[config.mk]
export PLATFORM = sky130hd
export DESIGN_NAME = gpap_top
export DESIGN_NICKNAME = d
export VERILOG_FILES = /design/src/gpap_pkg.sv /design/src/gpap_sync.sv /design/src/gpap_pin.sv /design/src/gpap_top.sv
export SDC_FILE = /design/constraint.sdc
export NUM_CORES = 1
export LEC_CHECK = 0
export BUFFER_PORTS_ARGS = -buffer_cell sky130_fd_sc_hd__buf_2
export CAP_MARGIN = 20
export CELL_PAD_IN_SITES_DETAIL_PLACEMENT = 1
export CELL_PAD_IN_SITES_GLOBAL_PLACEMENT = 1
export CORE_MARGIN = 10
export CORE_UTILIZATION = 35
export CTS_BUF_LIST = sky130_fd_sc_hd__clkbuf_2
export DETAILED_ROUTE_END_ITERATION = 10
export GPL_TIMING_DRIVEN = 0
export HOLD_SLACK_MARGIN = 0.15
export PLACE_DENSITY = 0.89
export SETUP_SLACK_MARGIN = 0.05
export SLEW_MARGIN = 0
export SYNTH_ARGS = -nofsm -noshare
export SYNTH_HDL_FRONTEND = slang
export SYNTH_HIERARCHICAL = 1
export SYNTH_SLANG_ARGS = --single-unit
[constraint.sdc]
create_clock -name i_clock -period 2.93 [get_ports i_clock]
set_input_delay 0.1465 -clock i_clock [delete_from_list [all_inputs] [get_ports i_clock]]
set_output_delay 0.1465 -clock i_clock [all_outputs]
set_load 0.05 [all_outputs]
[src/gpap_pkg.sv]
// Package of register map, reset values and field positions for the shared-pin GPIO ports
// =====================================================================
// Overview of operation
// RULE_01: Direction bit one makes pin an output
// RULE_02: Output pin drives its data latch bit
// RULE_03: Data write stores latch, output follows immediately
// RULE_04: Output pin reads return latch value
// RULE_05: Direction bit zero makes pin input
// RULE_06: Input pin write updates latch only
// RULE_07: Input pin reads pin; READ_MODIFY_WRITE_ACCESS reads latch
// RULE_08: Peripheral output drives pin; reads as pin
// RULE_09: Peripheral input: normal read returns pin
// RULE_10: Software disables peripheral outputs for GPIO
// RULE_11: Software sets disable bit for digital input
// RULE_12: Peripheral digital input needs disable and direction
// RULE_13: Reset clears all direction bits
// RULE_14: Reset clears analog input disable register
// RULE_15: Analog use clears direction, disable, pull-up
// RULE_16: Standby select forces high impedance, clamps inputs
// RULE_17: Interrupt-enabled serial pins keep input open
// RULE_18: Standby select zero holds pins unchanged
// RULE_19: Pull-up bit one connects pull-up
// RULE_20: Pull-up off while pin drives low
// RULE_21: Disable bit selects analog or digital input
// RULE_22: Bit n maps to pin n
// =====================================================================
package gpap_pkg;
  localparam int unsigned WIDTH = 8;
  localparam int unsigned AN_PINS = 4;
  // Register byte offsets
  localparam logic [11:0] P4_DATA_OFF  = 12'h000;
  localparam logic [11:0] P4_DIR_OFF   = 12'h004;
  localparam logic [11:0] P4_PULL_OFF  = 12'h008;
  localparam logic [11:0] AN_DIS_OFF   = 12'h00C;
  localparam logic [11:0] P6_DATA_OFF  = 12'h010;
  localparam logic [11:0] P6_DIR_OFF   = 12'h014;
  localparam logic [11:0] P6_PULL_OFF  = 12'h018;
  localparam logic [11:0] CTRL_OFF     = 12'h01C;
  localparam logic [11:0] P4_PIN_OFF   = 12'h020;
  localparam logic [11:0] P6_PIN_OFF   = 12'h024;
  // Control register fields
  localparam int unsigned CTRL_RMW_BIT  = 0;
  localparam int unsigned CTRL_SPL_BIT  = 1;
  localparam int unsigned CTRL_STBY_BIT = 2;
  localparam int unsigned CTRL_W        = 3;
  // Interrupt-capable pins that stay open in standby
  localparam logic [7:0] P4_WAKE_MASK = 8'hA0;
  localparam logic [7:0] P6_WAKE_MASK = 8'h90;
  // Reset values
  localparam logic [7:0] DATA_RST = 8'h00;
  localparam logic [7:0] DIR_RST  = 8'h00;
  localparam logic [7:0] PULL_RST = 8'h00;
  localparam logic [3:0] AN_RST   = 4'h0;
  localparam logic [CTRL_W-1:0] CTRL_RST = 3'h0;
endpackage : gpap_pkg

[src/gpap_sync.sv]
// Two-flop synchroniser for pin inputs
`timescale 1ns/1ps
`default_nettype none
module gpap_sync #(
  parameter int unsigned W = 8
) (
  input  wire logic         i_clock,
  input  wire logic         i_rst_b,
  input  wire logic [W-1:0] i_async,
  output logic      [W-1:0] o_sync
);
  typedef struct packed {
    logic [W-1:0] stage1;
    logic [W-1:0] stage2;
  } gpap_sync_t;
  gpap_sync_t state_reg;
  gpap_sync_t state_next;
  // =====================================================================
  // Shift chain; stage1 feeds only stage2 to limit metastability
  always_comb begin
    state_next        = state_reg;
    state_next.stage1 = i_async;
    state_next.stage2 = state_reg.stage1;
  end
  always_ff @(posedge i_clock or negedge i_rst_b) begin
    if (!i_rst_b) begin
      state_reg <= '0;
    end else begin
      state_reg <= state_next;
    end
  end
  assign o_sync = state_reg.stage2;
endmodule : gpap_sync
`default_nettype wire

[src/gpap_pin.sv]
// Pin-level combination of one 8-bit port: drive, pull-up, input gating
`timescale 1ns/1ps
`default_nettype none
module gpap_pin #(
  parameter int unsigned W = 8
) (
  input  wire logic [W-1:0] i_latch,
  input  wire logic [W-1:0] i_dir,
  input  wire logic [W-1:0] i_pull,
  input  wire logic [W-1:0] i_periph_oe,
  input  wire logic [W-1:0] i_periph_out,
  input  wire logic [W-1:0] i_in_enable,
  input  wire logic [W-1:0] i_pin_sync,
  input  wire logic         i_force_hiz,
  input  wire logic [W-1:0] i_wake_keep,
  output logic      [W-1:0] o_pin_out,
  output logic      [W-1:0] o_pin_oe,
  output logic      [W-1:0] o_pull_en,
  output logic      [W-1:0] o_pin_value
);
  logic [W-1:0] drive_oe;
  logic [W-1:0] drive_val;
  logic [W-1:0] input_open;
  // =====================================================================
  // Peripheral output wins over the port latch; direction gates latch drive
  assign drive_val = (i_periph_oe & i_periph_out) | (~i_periph_oe & i_latch); // RULE_02 RULE_08
  assign drive_oe  = (i_periph_oe | i_dir) & {W{~i_force_hiz}};              // RULE_01 RULE_05 RULE_16
  assign o_pin_out = drive_val & drive_oe;
  assign o_pin_oe  = drive_oe;
  // Pull-up is cut whenever the pin is actively driven low
  assign o_pull_en = i_pull & ~(drive_oe & ~drive_val);                     // RULE_19 RULE_20
  // Input path clamped low in forced standby, except wake pins
  assign input_open  = i_in_enable & ({W{~i_force_hiz}} | i_wake_keep);    // RULE_16 RULE_17 RULE_21
  assign o_pin_value = i_pin_sync & input_open;
endmodule : gpap_pin
`default_nettype wire

[src/gpap_top.sv]
// APB register file and pin control for ports 4 and 6 with analog-shared pins
//
// Added by the designer: the placing of the registers and the APB interface to the registers.
`timescale 1ns/1ps
`default_nettype none
module gpap_top #(
  parameter int unsigned W = gpap_pkg::WIDTH
) (
  input  wire logic         i_clock,
  input  wire logic         i_rst_b,
  // APB slave
  input  wire logic         i_psel,
  input  wire logic         i_penable,
  input  wire logic         i_pwrite,
  input  wire logic [11:0]  i_paddr,
  input  wire logic [31:0]  i_pwdata,
  input  wire logic [3:0]   i_pstrb,
  output logic      [31:0]  o_prdata,
  output logic              o_pready,
  output logic              o_pslverr,
  // Standby request from the standby controller
  input  wire logic         i_standby,
  // External interrupt enables for wake-capable pins
  input  wire logic [W-1:0] i_p4_irq_en,
  input  wire logic [W-1:0] i_p6_irq_en,
  // Peripheral output sharing
  input  wire logic [W-1:0] i_p4_periph_oe,
  input  wire logic [W-1:0] i_p4_periph_out,
  input  wire logic [W-1:0] i_p6_periph_oe,
  input  wire logic [W-1:0] i_p6_periph_out,
  // Port 4 pins
  input  wire logic [W-1:0] i_p4_pin,
  output logic      [W-1:0] o_p4_pin,
  output logic      [W-1:0] o_p4_pin_oe,
  output logic      [W-1:0] o_p4_pull_en,
  output logic      [W-1:0] o_p4_in_value,
  output logic      [3:0]   o_analog_sel,
  // Port 6 pins
  input  wire logic [W-1:0] i_p6_pin,
  output logic      [W-1:0] o_p6_pin,
  output logic      [W-1:0] o_p6_pin_oe,
  output logic      [W-1:0] o_p6_pull_en,
  output logic      [W-1:0] o_p6_in_value
);
  typedef struct packed {
    logic [W-1:0]                  p4_data;
    logic [W-1:0]                  p4_dir;
    logic [W-1:0]                  p4_pull;
    logic [3:0]                    an_dis;
    logic [W-1:0]                  p6_data;
    logic [W-1:0]                  p6_dir;
    logic [W-1:0]                  p6_pull;
    logic [gpap_pkg::CTRL_W-1:0]   ctrl;
    logic                          hiz;
    logic [31:0]                   rdata;
    logic                          slverr;
  } gpap_state_t;

  gpap_state_t  state_reg;
  gpap_state_t  state_next;
  logic [W-1:0] p4_sync;
  logic [W-1:0] p6_sync;
  logic [W-1:0] p4_value;
  logic [W-1:0] p6_value;
  logic [W-1:0] p4_in_en;
  logic         wr_strobe;
  logic         rd_strobe;
  logic         read_modify_write_access;

  // Merge one byte from the write bus under its strobe
  function automatic logic [7:0] gpap_merge(input logic [7:0] old, input logic [31:0] wd, input logic [3:0] st);
    gpap_merge = st[0] ? wd[7:0] : old;
  endfunction : gpap_merge

  // Address decode shared by the error flag of reads and writes
  function automatic logic gpap_mapped(input logic [11:0] a);
    case (a)
      gpap_pkg::P4_DATA_OFF, gpap_pkg::P4_DIR_OFF, gpap_pkg::P4_PULL_OFF, gpap_pkg::AN_DIS_OFF,
      gpap_pkg::P6_DATA_OFF, gpap_pkg::P6_DIR_OFF, gpap_pkg::P6_PULL_OFF, gpap_pkg::CTRL_OFF,
      gpap_pkg::P4_PIN_OFF, gpap_pkg::P6_PIN_OFF: gpap_mapped = 1'b1;
      default:                                    gpap_mapped = 1'b0;
    endcase
  endfunction : gpap_mapped

  // Data read: latch for outputs or READ_MODIFY_WRITE_ACCESS, pin level otherwise
  function automatic logic [7:0] gpap_read(input logic [7:0] latch, input logic [7:0] dir,
                                           input logic [7:0] pin, input logic rmw_rd);
    gpap_read = rmw_rd ? latch : ((dir & latch) | (~dir & pin));
  endfunction : gpap_read

  // =====================================================================
  // Pin input synchronisers
  gpap_sync #(.W(W)) u_sync4 (
    .i_clock (i_clock),
    .i_rst_b (i_rst_b),
    .i_async (i_p4_pin),
    .o_sync  (p4_sync)
  );
  gpap_sync #(.W(W)) u_sync6 (
    .i_clock (i_clock),
    .i_rst_b (i_rst_b),
    .i_async (i_p6_pin),
    .o_sync  (p6_sync)
  );

  // =====================================================================
  // Digital input path of the analog pins follows the disable register
  assign p4_in_en     = {{(W-4){1'b1}}, state_reg.an_dis};              // RULE_21 RULE_22
  assign o_analog_sel = ~state_reg.an_dis;                                // RULE_21

  // =====================================================================
  // Pin logic for both ports
  gpap_pin #(.W(W)) u_pin4 (
    .i_latch      (state_reg.p4_data),
    .i_dir        (state_reg.p4_dir),
    .i_pull       (state_reg.p4_pull),
    .i_periph_oe  (i_p4_periph_oe),
    .i_periph_out (i_p4_periph_out),
    .i_in_enable  (p4_in_en),
    .i_pin_sync   (p4_sync),
    .i_force_hiz  (state_reg.hiz),
    .i_wake_keep  (gpap_pkg::P4_WAKE_MASK & i_p4_irq_en),
    .o_pin_out    (o_p4_pin),
    .o_pin_oe     (o_p4_pin_oe),
    .o_pull_en    (o_p4_pull_en),
    .o_pin_value  (p4_value)
  );
  gpap_pin #(.W(W)) u_pin6 (
    .i_latch      (state_reg.p6_data),
    .i_dir        (state_reg.p6_dir),
    .i_pull       (state_reg.p6_pull),
    .i_periph_oe  (i_p6_periph_oe),
    .i_periph_out (i_p6_periph_out),
    .i_in_enable  ({W{1'b1}}),
    .i_pin_sync   (p6_sync),
    .i_force_hiz  (state_reg.hiz),
    .i_wake_keep  (gpap_pkg::P6_WAKE_MASK & i_p6_irq_en),
    .o_pin_out    (o_p6_pin),
    .o_pin_oe     (o_p6_pin_oe),
    .o_pull_en    (o_p6_pull_en),
    .o_pin_value  (p6_value)
  );
  assign o_p4_in_value = p4_value;
  assign o_p6_in_value = p6_value;

  // =====================================================================
  // APB strobes; writes land at the access edge, reads are captured in setup so data stands in access
  assign wr_strobe = i_psel & i_penable & i_pwrite;
  assign rd_strobe = i_psel & ~i_penable & ~i_pwrite;
  assign read_modify_write_access       = state_reg.ctrl[gpap_pkg::CTRL_RMW_BIT];

  // =====================================================================
  // Register update and read capture
  always_comb begin
    state_next        = state_reg;
    state_next.slverr = 1'b0;
    // Forced hi-Z only when standby select is set; else pins hold their state
    state_next.hiz = i_standby & state_reg.ctrl[gpap_pkg::CTRL_SPL_BIT]; // RULE_16 RULE_18
    // Error flagged in setup so it stands through the access phase of either direction
    if (i_psel && !i_penable && !gpap_mapped(i_paddr)) begin
      state_next.slverr = 1'b1;
    end
    if (wr_strobe) begin
      // Write taken at the access edge; the latch drives the pin in the next cycle
      case (i_paddr)
        gpap_pkg::P4_DATA_OFF: state_next.p4_data = gpap_merge(state_reg.p4_data, i_pwdata, i_pstrb); // RULE_03 RULE_06
        gpap_pkg::P4_DIR_OFF:  state_next.p4_dir  = gpap_merge(state_reg.p4_dir, i_pwdata, i_pstrb);
        gpap_pkg::P4_PULL_OFF: state_next.p4_pull = gpap_merge(state_reg.p4_pull, i_pwdata, i_pstrb);
        gpap_pkg::AN_DIS_OFF: begin
          if (i_pstrb[0]) begin
            state_next.an_dis = i_pwdata[3:0];                      // RULE_22
          end
        end
        gpap_pkg::P6_DATA_OFF: state_next.p6_data = gpap_merge(state_reg.p6_data, i_pwdata, i_pstrb); // RULE_03 RULE_06
        gpap_pkg::P6_DIR_OFF:  state_next.p6_dir  = gpap_merge(state_reg.p6_dir, i_pwdata, i_pstrb);
        gpap_pkg::P6_PULL_OFF: state_next.p6_pull = gpap_merge(state_reg.p6_pull, i_pwdata, i_pstrb);
        gpap_pkg::CTRL_OFF: begin
          if (i_pstrb[0]) begin
            state_next.ctrl = {1'b0, i_pwdata[gpap_pkg::CTRL_SPL_BIT], i_pwdata[gpap_pkg::CTRL_RMW_BIT]};
          end
        end
        gpap_pkg::P4_PIN_OFF, gpap_pkg::P6_PIN_OFF: begin
        end
        default: begin
        end
      endcase
    end
    if (rd_strobe) begin
      state_next.rdata = 32'h0000_0000;
      case (i_paddr)
        gpap_pkg::P4_DATA_OFF: state_next.rdata[7:0] = gpap_read(state_reg.p4_data, state_reg.p4_dir,
                                                                 p4_value, read_modify_write_access); // RULE_04 RULE_07 RULE_08 RULE_09
        gpap_pkg::P4_DIR_OFF:  state_next.rdata[7:0] = state_reg.p4_dir;
        gpap_pkg::P4_PULL_OFF: state_next.rdata[7:0] = state_reg.p4_pull;
        gpap_pkg::AN_DIS_OFF:  state_next.rdata[3:0] = state_reg.an_dis;
        gpap_pkg::P6_DATA_OFF: state_next.rdata[7:0] = gpap_read(state_reg.p6_data, state_reg.p6_dir,
                                                                 p6_value, read_modify_write_access); // RULE_04 RULE_07 RULE_08 RULE_09
        gpap_pkg::P6_DIR_OFF:  state_next.rdata[7:0] = state_reg.p6_dir;
        gpap_pkg::P6_PULL_OFF: state_next.rdata[7:0] = state_reg.p6_pull;
        gpap_pkg::CTRL_OFF:    state_next.rdata[2:0] = {state_reg.hiz, state_reg.ctrl[1:0]};
        gpap_pkg::P4_PIN_OFF:  state_next.rdata[7:0] = p4_value;
        gpap_pkg::P6_PIN_OFF:  state_next.rdata[7:0] = p6_value;
        default:               state_next.slverr     = 1'b1;
      endcase
    end
  end

  // =====================================================================
  // State register; direction and analog disable cleared on reset
  always_ff @(posedge i_clock or negedge i_rst_b) begin
    if (!i_rst_b) begin
      state_reg         <= '0;
      state_reg.p4_data <= gpap_pkg::DATA_RST;
      state_reg.p4_dir  <= gpap_pkg::DIR_RST;                      // RULE_13
      state_reg.p4_pull <= gpap_pkg::PULL_RST;
      state_reg.an_dis  <= gpap_pkg::AN_RST;                       // RULE_14
      state_reg.p6_data <= gpap_pkg::DATA_RST;
      state_reg.p6_dir  <= gpap_pkg::DIR_RST;                      // RULE_13
      state_reg.p6_pull <= gpap_pkg::PULL_RST;
      state_reg.ctrl    <= gpap_pkg::CTRL_RST;
    end else begin
      state_reg <= state_next;
    end
  end

  // Answer in the access phase without wait states
  assign o_pready  = 1'b1;
  assign o_prdata  = state_reg.rdata;
  assign o_pslverr = state_reg.slverr & i_psel & i_penable;
endmodule : gpap_top
`default_nettype wire

==> results of run 1 <==
==> path summary, 6_finish.rpt <==
path	end	cells after the start	startpoint	slack [ns]
hold reg to reg	u_sync6/o_sync[5]	0	u_sync6/state_next[5]	0.36
setup reg to reg	o_prdata[5]	10	state_reg[33]	0.26
min in group asynchronous	u_sync4/o_sync[6]	4	i_rst_b	0.55
setup / recovery	o_p4_in_value[6]	6	state_reg[33]	0.15
max in group asynchronous	state_reg[38]	4	i_rst_b	2.01
hold / removal	o_prdata[6]	5	i_paddr[9]	0.16
==> power groups by stage <==
| stage | Combinational [mW] | Clock, mW | Sequential (mW) |
|---|---|---|---|
| 2_1_floorplan | 0.317 | 0 | 1.38 |
| 3_3_place_gp | 0.487 | 0 | 1.38 |
| 3_5_place_dp | 0.500 | 0 | 1.38 |
| 4_1_cts | 0.565 | 0.667 | 1.36 |
| 5_1_grt | 0.615 | 0.717 | 1.36 |
| 6_report | 0.574 | 0.644 | 1.36 |
==> metrics by stage <==
| step | instances | util, % | power, mW | instance area (um^2) |
|---|---|---|---|---|
| floorplan | 616 | - | 1.70 | 5780 |
| global route | 1066 | 48.3 | 2.69 | 7620 |
| CTS | 1063 | 48.1 | 2.59 | 7590 |
| finish | 1066 | 48.3 | 2.58 | 7620 |
| global placement | 985 | 43.2 | 1.87 | 6820 |
| detailed placement | 986 | 43.4 | 1.88 | 6850 |
==> cell usage in the layout (no fill, tap or decap), types with 4 or more instances in the layout <==
master and count:
a211oi_1 4, mux2_2 59, dfrtp_1 95, conb_1 49, nor4b_1 4, a22oi_1 6
clkbuf_2 14, a21oi_1 38, mux2i_1 11, nand2_4 4, nor2_1 55, inv_1 37
o21ai_0 15, nor2b_1 4, or4b_1 14, buf_2 164, clkbuf_1 5, nand3b_1 20
and2_1 4, o311a_1 15, buf_4 35, o32ai_1 4, nand2_1 57, dlygate4sd3_1 63
==> layer usage <==
| layer | vias up | share of wire (%) | GRT usage [%] |
|---|---|---|---|
| li1 | 2510 | - | - |
| met1 | 2643 | 43 | 24.4 |
| met2 | 160 | 49 | 34.3 |
| met3 | 22 | 5.7 | 4.67 |
| met4 | 0 | 1.7 | 6.41 |
| met5 | - | 0 | 0 |
==> kinds of logic (layout without fill, tap and decap cells) <==
family / Yosys count / count (layout) / synth area share, %
AND/OR/NAND/NOR: 195 / 195 / 19.9
AO/OA/AOI/OAI: 112 / 112 / 13.8
flip-flops: 96 / 96 / 42.8
buffers and inverters: 92 / 326 / 8.92
multiplexers: 72 / 72 / 14.4
other: 2 / 49 / 0.134
==> cell type report <==
type | count | area (um^2) | area share [%]
multi-input combinational | 428 | 2880 | 37.8
sequential | 96 | 2400 | 31.5
timing repair buffer | 220 | 1470 | 19.3
buffer | 55 | 362 | 4.74
tap | 216 | 270 | 3.54
inverter | 37 | 139 | 1.82
clock buffer | 13 | 65.1 | 0.853
clock inverter | 1 | 30.0 | 0.394
==> critical path: cells and delay by family, from the launching register on <==
family                 cells  cell delay, ns
AO/OA/AOI/OAI              1            0.37
buffers and inverters      5            1.10
flip-flops                 1            0.52
==> what timing repair did <==
item | CTS | global route
hold buffers | 63 | 2
gates resized for setup | 1 | 0
setup buffers | 0 | 2
hold endpoints to repair | 173 | 2
endpoints found under the setup margin | 8 | 5
==> flow_metrics.py, run 1 <==
metrics = {
    "finish": {
        "antenna_cells": 0,
        "num-nets-final": 965,
        "synthToLayoutAreaGrowth_pct": 36.0,
        "largest_reg_flops": 51,
        "drive_gt1_share_pct": 35.2,
        "fillCellCount": 1923,
    },
    "die": {
        "fp.dieW_um": 147,
        "die_h_um": 147,
        "start_util_pct": 35.6,
        "io-pin-count": 220,
        "rows": 46,
        "dieArea_um2": 21500,
        "core_um2": 15800,
    },
    "power": {
        "p_per_area_nw_per_um2": 338,
        "pwr-share-comb_pct": 22.3,
        "netSwitchingPower_uw": 834,
        "irDropWorstVdd_uv": 193,
        "switching_share_pct": 32.4,
        "total_leakage_power_nw": 3.88,
        "power_frac_seq_pct": 52.7,
        "power_frac_clock_pct": 25.0,
        "p_int_mw": 1.74,
    },
    "drt": {
        "wl_per_cell_um": 20.7,
        "routed_wl_mm": 22.1,
        "drt_pass1_iterations": 5,
        "vias_per_cell": 5.00,
        "first_iter_violations": 279,
        "drcViolationCount": 0,
        "num_vias": 5335,
        "final_antenna_net_count": 0,
    },
    "sta": {
        "max_clock_freq_mhz": 359,
        "rsz0062_at_grt": "yes",
        "post-route-period-util_pct": 95.0,
        "min_period_ns": 2.78,
        "fin_ws_ns": 0.147,
        "finalSetupTns_ns": 0,
        "tightest_slew_ns": 0.995,
        "drv_slew": 0,
        "hold_viol": 0,
        "max_slew_margin_pct": 33.5,
        "setup_violations": 0,
        "timing.hold.ws_ns": 0.164,
        "finalClockSkew_ns": 0.0335,
    },
    "clock_tree": {
        "path_clk_slew_ns": 0.25,
        "cts_inserted_buffers": 9,
        "clk-insertion-delay-late_ns": 0.63,
        "clock_path_buffers": 2,
        "htreeDepth": 3,
        "cts-root-buf": "clkbuf_2",
        "cts_tree": "built",
        "cts.sinks": 96,
    },
    "setup_path": {
        "cpPeakStageDelay_ns": 0.52,
        "worst_ep_arrival_time_ns": 2.64,
        "crit_fanout": 10,
        "worst_path_max_delay_cell": "dfrtp_2",
        "crit_chain": "buf_12 -> buf_6 -> buf_2 -> buf_2 -> a21oi_1 -> buf_2",
        "critPathKind": "flip-flop to output port",
        "startpoint_type": "flip-flop",
        "crit_path_end_kind": "output port",
        "timing.critical_path.mode_cell": "buf_2",
        "crit_required_ns": 2.78,
    },
    "worst_hold_path": {
        "min_path_type": "input port to flip-flop",
    },
    "placement": {
        "hpwlAfterDp_mm": 16.3,
        "io_buffers": 153,
        "pre_cts_slack_ns": -0.0263,
        "place.gp.congestion": 0.944,
    },
    "global_route": {
        "grt_first_pass_wirelength_mm": 34.2,
        "overflow": 0,
        "grt_pass1_vias": 5906,
        "antenna_found_initial": 0,
        "grt_use_total_pct": 20.1,
        "grt_max_degree": 63,
    },
    "synth": {
        "synthTopCellsByCount": "dfrtp_1, mux2_2, nand2_1",
        "seq_area_frac_synth_pct": 42.8,
        "yosys.area.top_type": "dfrtp_1",
        "synth.avg_cell_area_um2": 9.86,
        "synthArstFlopShare_pct": 100,
        "synthesis.area_um2": 5610,
        "yosysWarnings": 6,
        "yosysMostFrequentCell": "dfrtp_1",
        "synth_edf_count": 0,
        "yosys-top-cells-area": "dfrtp_1, mux2_2, buf_4, nand2_1, nor2_1",
        "syn-instance-count": 569,
        "synth_seq_cells": 96,
        "netlist.area_leader.share_pct": 42.8,
        "ys_types": 63,
        "ys.flop_type": "dfrtp_1",
    },
    "outcome": {
        "status": "finished clean",
    },
    "job": {
        "maxCapViolCount": 0,
    },
}
(Power assumes the default switching activity.)
==> run 2, diff against run 1 <==
BUFFER_PORTS_ARGS = not set   (was -buffer_cell sky130_fd_sc_hd__buf_2)
DONT_BUFFER_PORTS = 1   (was not set)
PLACE_DENSITY = 0.73   (was 0.89)
==> run 2 against run 1 <==
Global-route usage increased by 0.73 points. Clock skew increased by 0.020 ns. Largest cell class unchanged. Sequential power hardly changed. Critical path type unchanged. Final cell count is 11% lower. Utilization decreased by 2.2 points. Critical endpoint is now o_p6_pin[7].
==> flow_metrics.py, run 2 (same netlist as run 1, synthesis figures left out) <==
metrics = {
    "outcome": {
        "status": "finished clean",
    },
    "sta": {
        "fin_ws_ns": 0.0753,
        "tightest_slew_ns": 1.07,
        "max_slew_margin_pct": 28.9,
        "hold_viol": 0,
        "finalClockSkew_ns": 0.0539,
        "finalSetupTns_ns": 0,
        "rsz0062_at_grt": "yes",
        "setup_violations": 0,
        "timing.hold.ws_ns": 0.192,
        "drv_slew": 0,
        "post-route-period-util_pct": 97.4,
        "min_period_ns": 2.85,
        "max_clock_freq_mhz": 350,
    },
    "power": {
        "total_leakage_power_nw": 3.41,
        "irDropWorstVdd_uv": 221,
        "p_per_area_nw_per_um2": 337,
    },
    "die": {
        "dieArea_um2": 21500,
        "fp.dieW_um": 147,
        "start_util_pct": 35.6,
        "die_h_um": 147,
        "io-pin-count": 220,
        "core_um2": 15800,
        "rows": 46,
    },
    "drt": {
        "wl_per_cell_um": 23.7,
        "routed_wl_mm": 22.6,
        "drcViolationCount": 0,
        "num_vias": 4968,
        "final_antenna_net_count": 0,
        "vias_per_cell": 5.22,
        "drt_pass1_iterations": 4,
        "first_iter_violations": 270,
    },
    "setup_path": {
        "worst_ep_arrival_time_ns": 2.71,
        "startpoint_type": "flip-flop",
        "worst_path_max_delay_cell": "a21oi_1",
        "crit_path_end_kind": "output port",
        "crit_required_ns": 2.78,
        "cpLargestDelayFamily": "compound AO/OA/AOI/OAI gates",
        "crit_fanout": 10,
        "crit_chain": "buf_6 -> buf_2 -> clkbuf_4 -> a21oi_1",
        "crit_buf_inv": 3,
        "cpPeakStageDelay_ns": 0.85,
        "critPathKind": "flip-flop to output port",
    },
    "worst_hold_path": {
        "min_path_type": "input port to flip-flop",
    },
    "finish": {
        "num-nets-final": 848,
        "mostFrequentLayoutCell": "dfrtp_1",
        "multi_input_area_um2": 2960,
        "mostFrequentLayoutCells": "dfrtp_1, dlygate4sd3_1, mux2_2",
        "drive_gt1_share_pct": 26.6,
        "largest_reg_flops": 51,
        "fillCellCount": 1831,
        "post-route-util_pct": 46.1,
        "seqCellArea_um2": 2410,
        "synthToLayoutAreaGrowth_pct": 29.7,
    },
    "global_route": {
        "grt_max_degree": 97,
        "grt_pass1_vias": 5511,
        "overflow": 0,
        "grt_use_total_pct": 20.8,
        "antenna_found_initial": 3,
        "grt_first_pass_wirelength_mm": 34.5,
    },
    "clock_tree": {
        "path_clk_slew_ns": 0.26,
        "cts.sinks": 96,
        "cts_tree": "built",
        "htreeDepth": 3,
        "cts-root-buf": "clkbuf_2",
        "cts_inserted_buffers": 9,
        "clock_path_buffers": 2,
        "clk-insertion-delay-late_ns": 0.64,
    },
    "job": {
        "maxCapViolCount": 0,
    },
    "placement": {
        "place.gp.congestion": 0.902,
        "hpwlAfterDp_mm": 16.7,
        "pre_cts_slack_ns": -0.236,
        "io_buffers": 0,
    },
}
run 2: through the flow:
stage | power (mW) | instances | instance area (um^2)
after floorplan | 1.70 | 616 | 5780
after global placement | 1.74 | 832 | 6050
after detailed placement | 1.78 | 863 | 6390
after CTS | 2.46 | 947 | 7240
after global routing | 2.56 | 952 | 7270
final | 2.45 | 952 | 7270
run 2: worst register-to-register path: stages (launching register included):
cell,delay [ns]
dfrtp_4,0.57
buf_6,0.20
buf_2,0.33
clkbuf_4,0.35
a21oi_1,0.15
buf_1,0.16
mux2_2,0.27
a31oi_1,0.18
nor4_1,0.07
a221oi_1,0.32
o21ai_0,0.14
run 2: report_power, final:
part / internal (mW) / switching, mW
clock: 0.110 / 0.458
sequential: 1.35 / 0.00702
combinational: 0.163 / 0.361
total: 1.62 / 0.826
run 2: final timing paths:
path                                             from                end  slack (ns)  cells past startpoint
worst max-delay path                    state_reg[33]        o_p6_pin[7]        0.08                      4
worst min-delay path                       i_paddr[7]        o_prdata[7]        0.19                      5
worst max register to register          state_reg[33]        o_prdata[5]        0.15                     10
worst min register to register  u_sync6/state_next[1]  u_sync6/o_sync[1]        0.38                      0
max in group asynchronous                     i_rst_b      state_reg[88]        1.85                      3
min in group asynchronous                     i_rst_b      state_reg[50]        0.62                      3
run 2: final cells by class:
cell class,instances,area share [%]
buffer,55,5.04
timing repair buffer,103,14.4
sequential,96,33.1
inverter,37,1.91
antenna,2,0.0688
multi-input combinational,428,40.7
clock inverter,4,0.310
tap,216,3.72
clock buffer,11,0.757
run 2: layer usage:
layer  wire length [um]  part of all wire [%]  vias to the layer above  GRT usage, %
li1                   -                     -                     2269             -
met1               9620                    43                     2516          25.5
met2              11100                    49                      164          35.0
met3               1640                   7.3                       19          5.59
met4                269                   1.2                        0          6.16
met5                  0                     0                        -             0
run 2: repair_timing:
item | 4_1_cts | 5_1_grt
endpoints found under the hold margin | 176 | 0
hold buffers | 69 | 0
setup buffers | 0 | 1
resized for setup | 21 | 3
endpoints found under the setup margin | 46 | 9
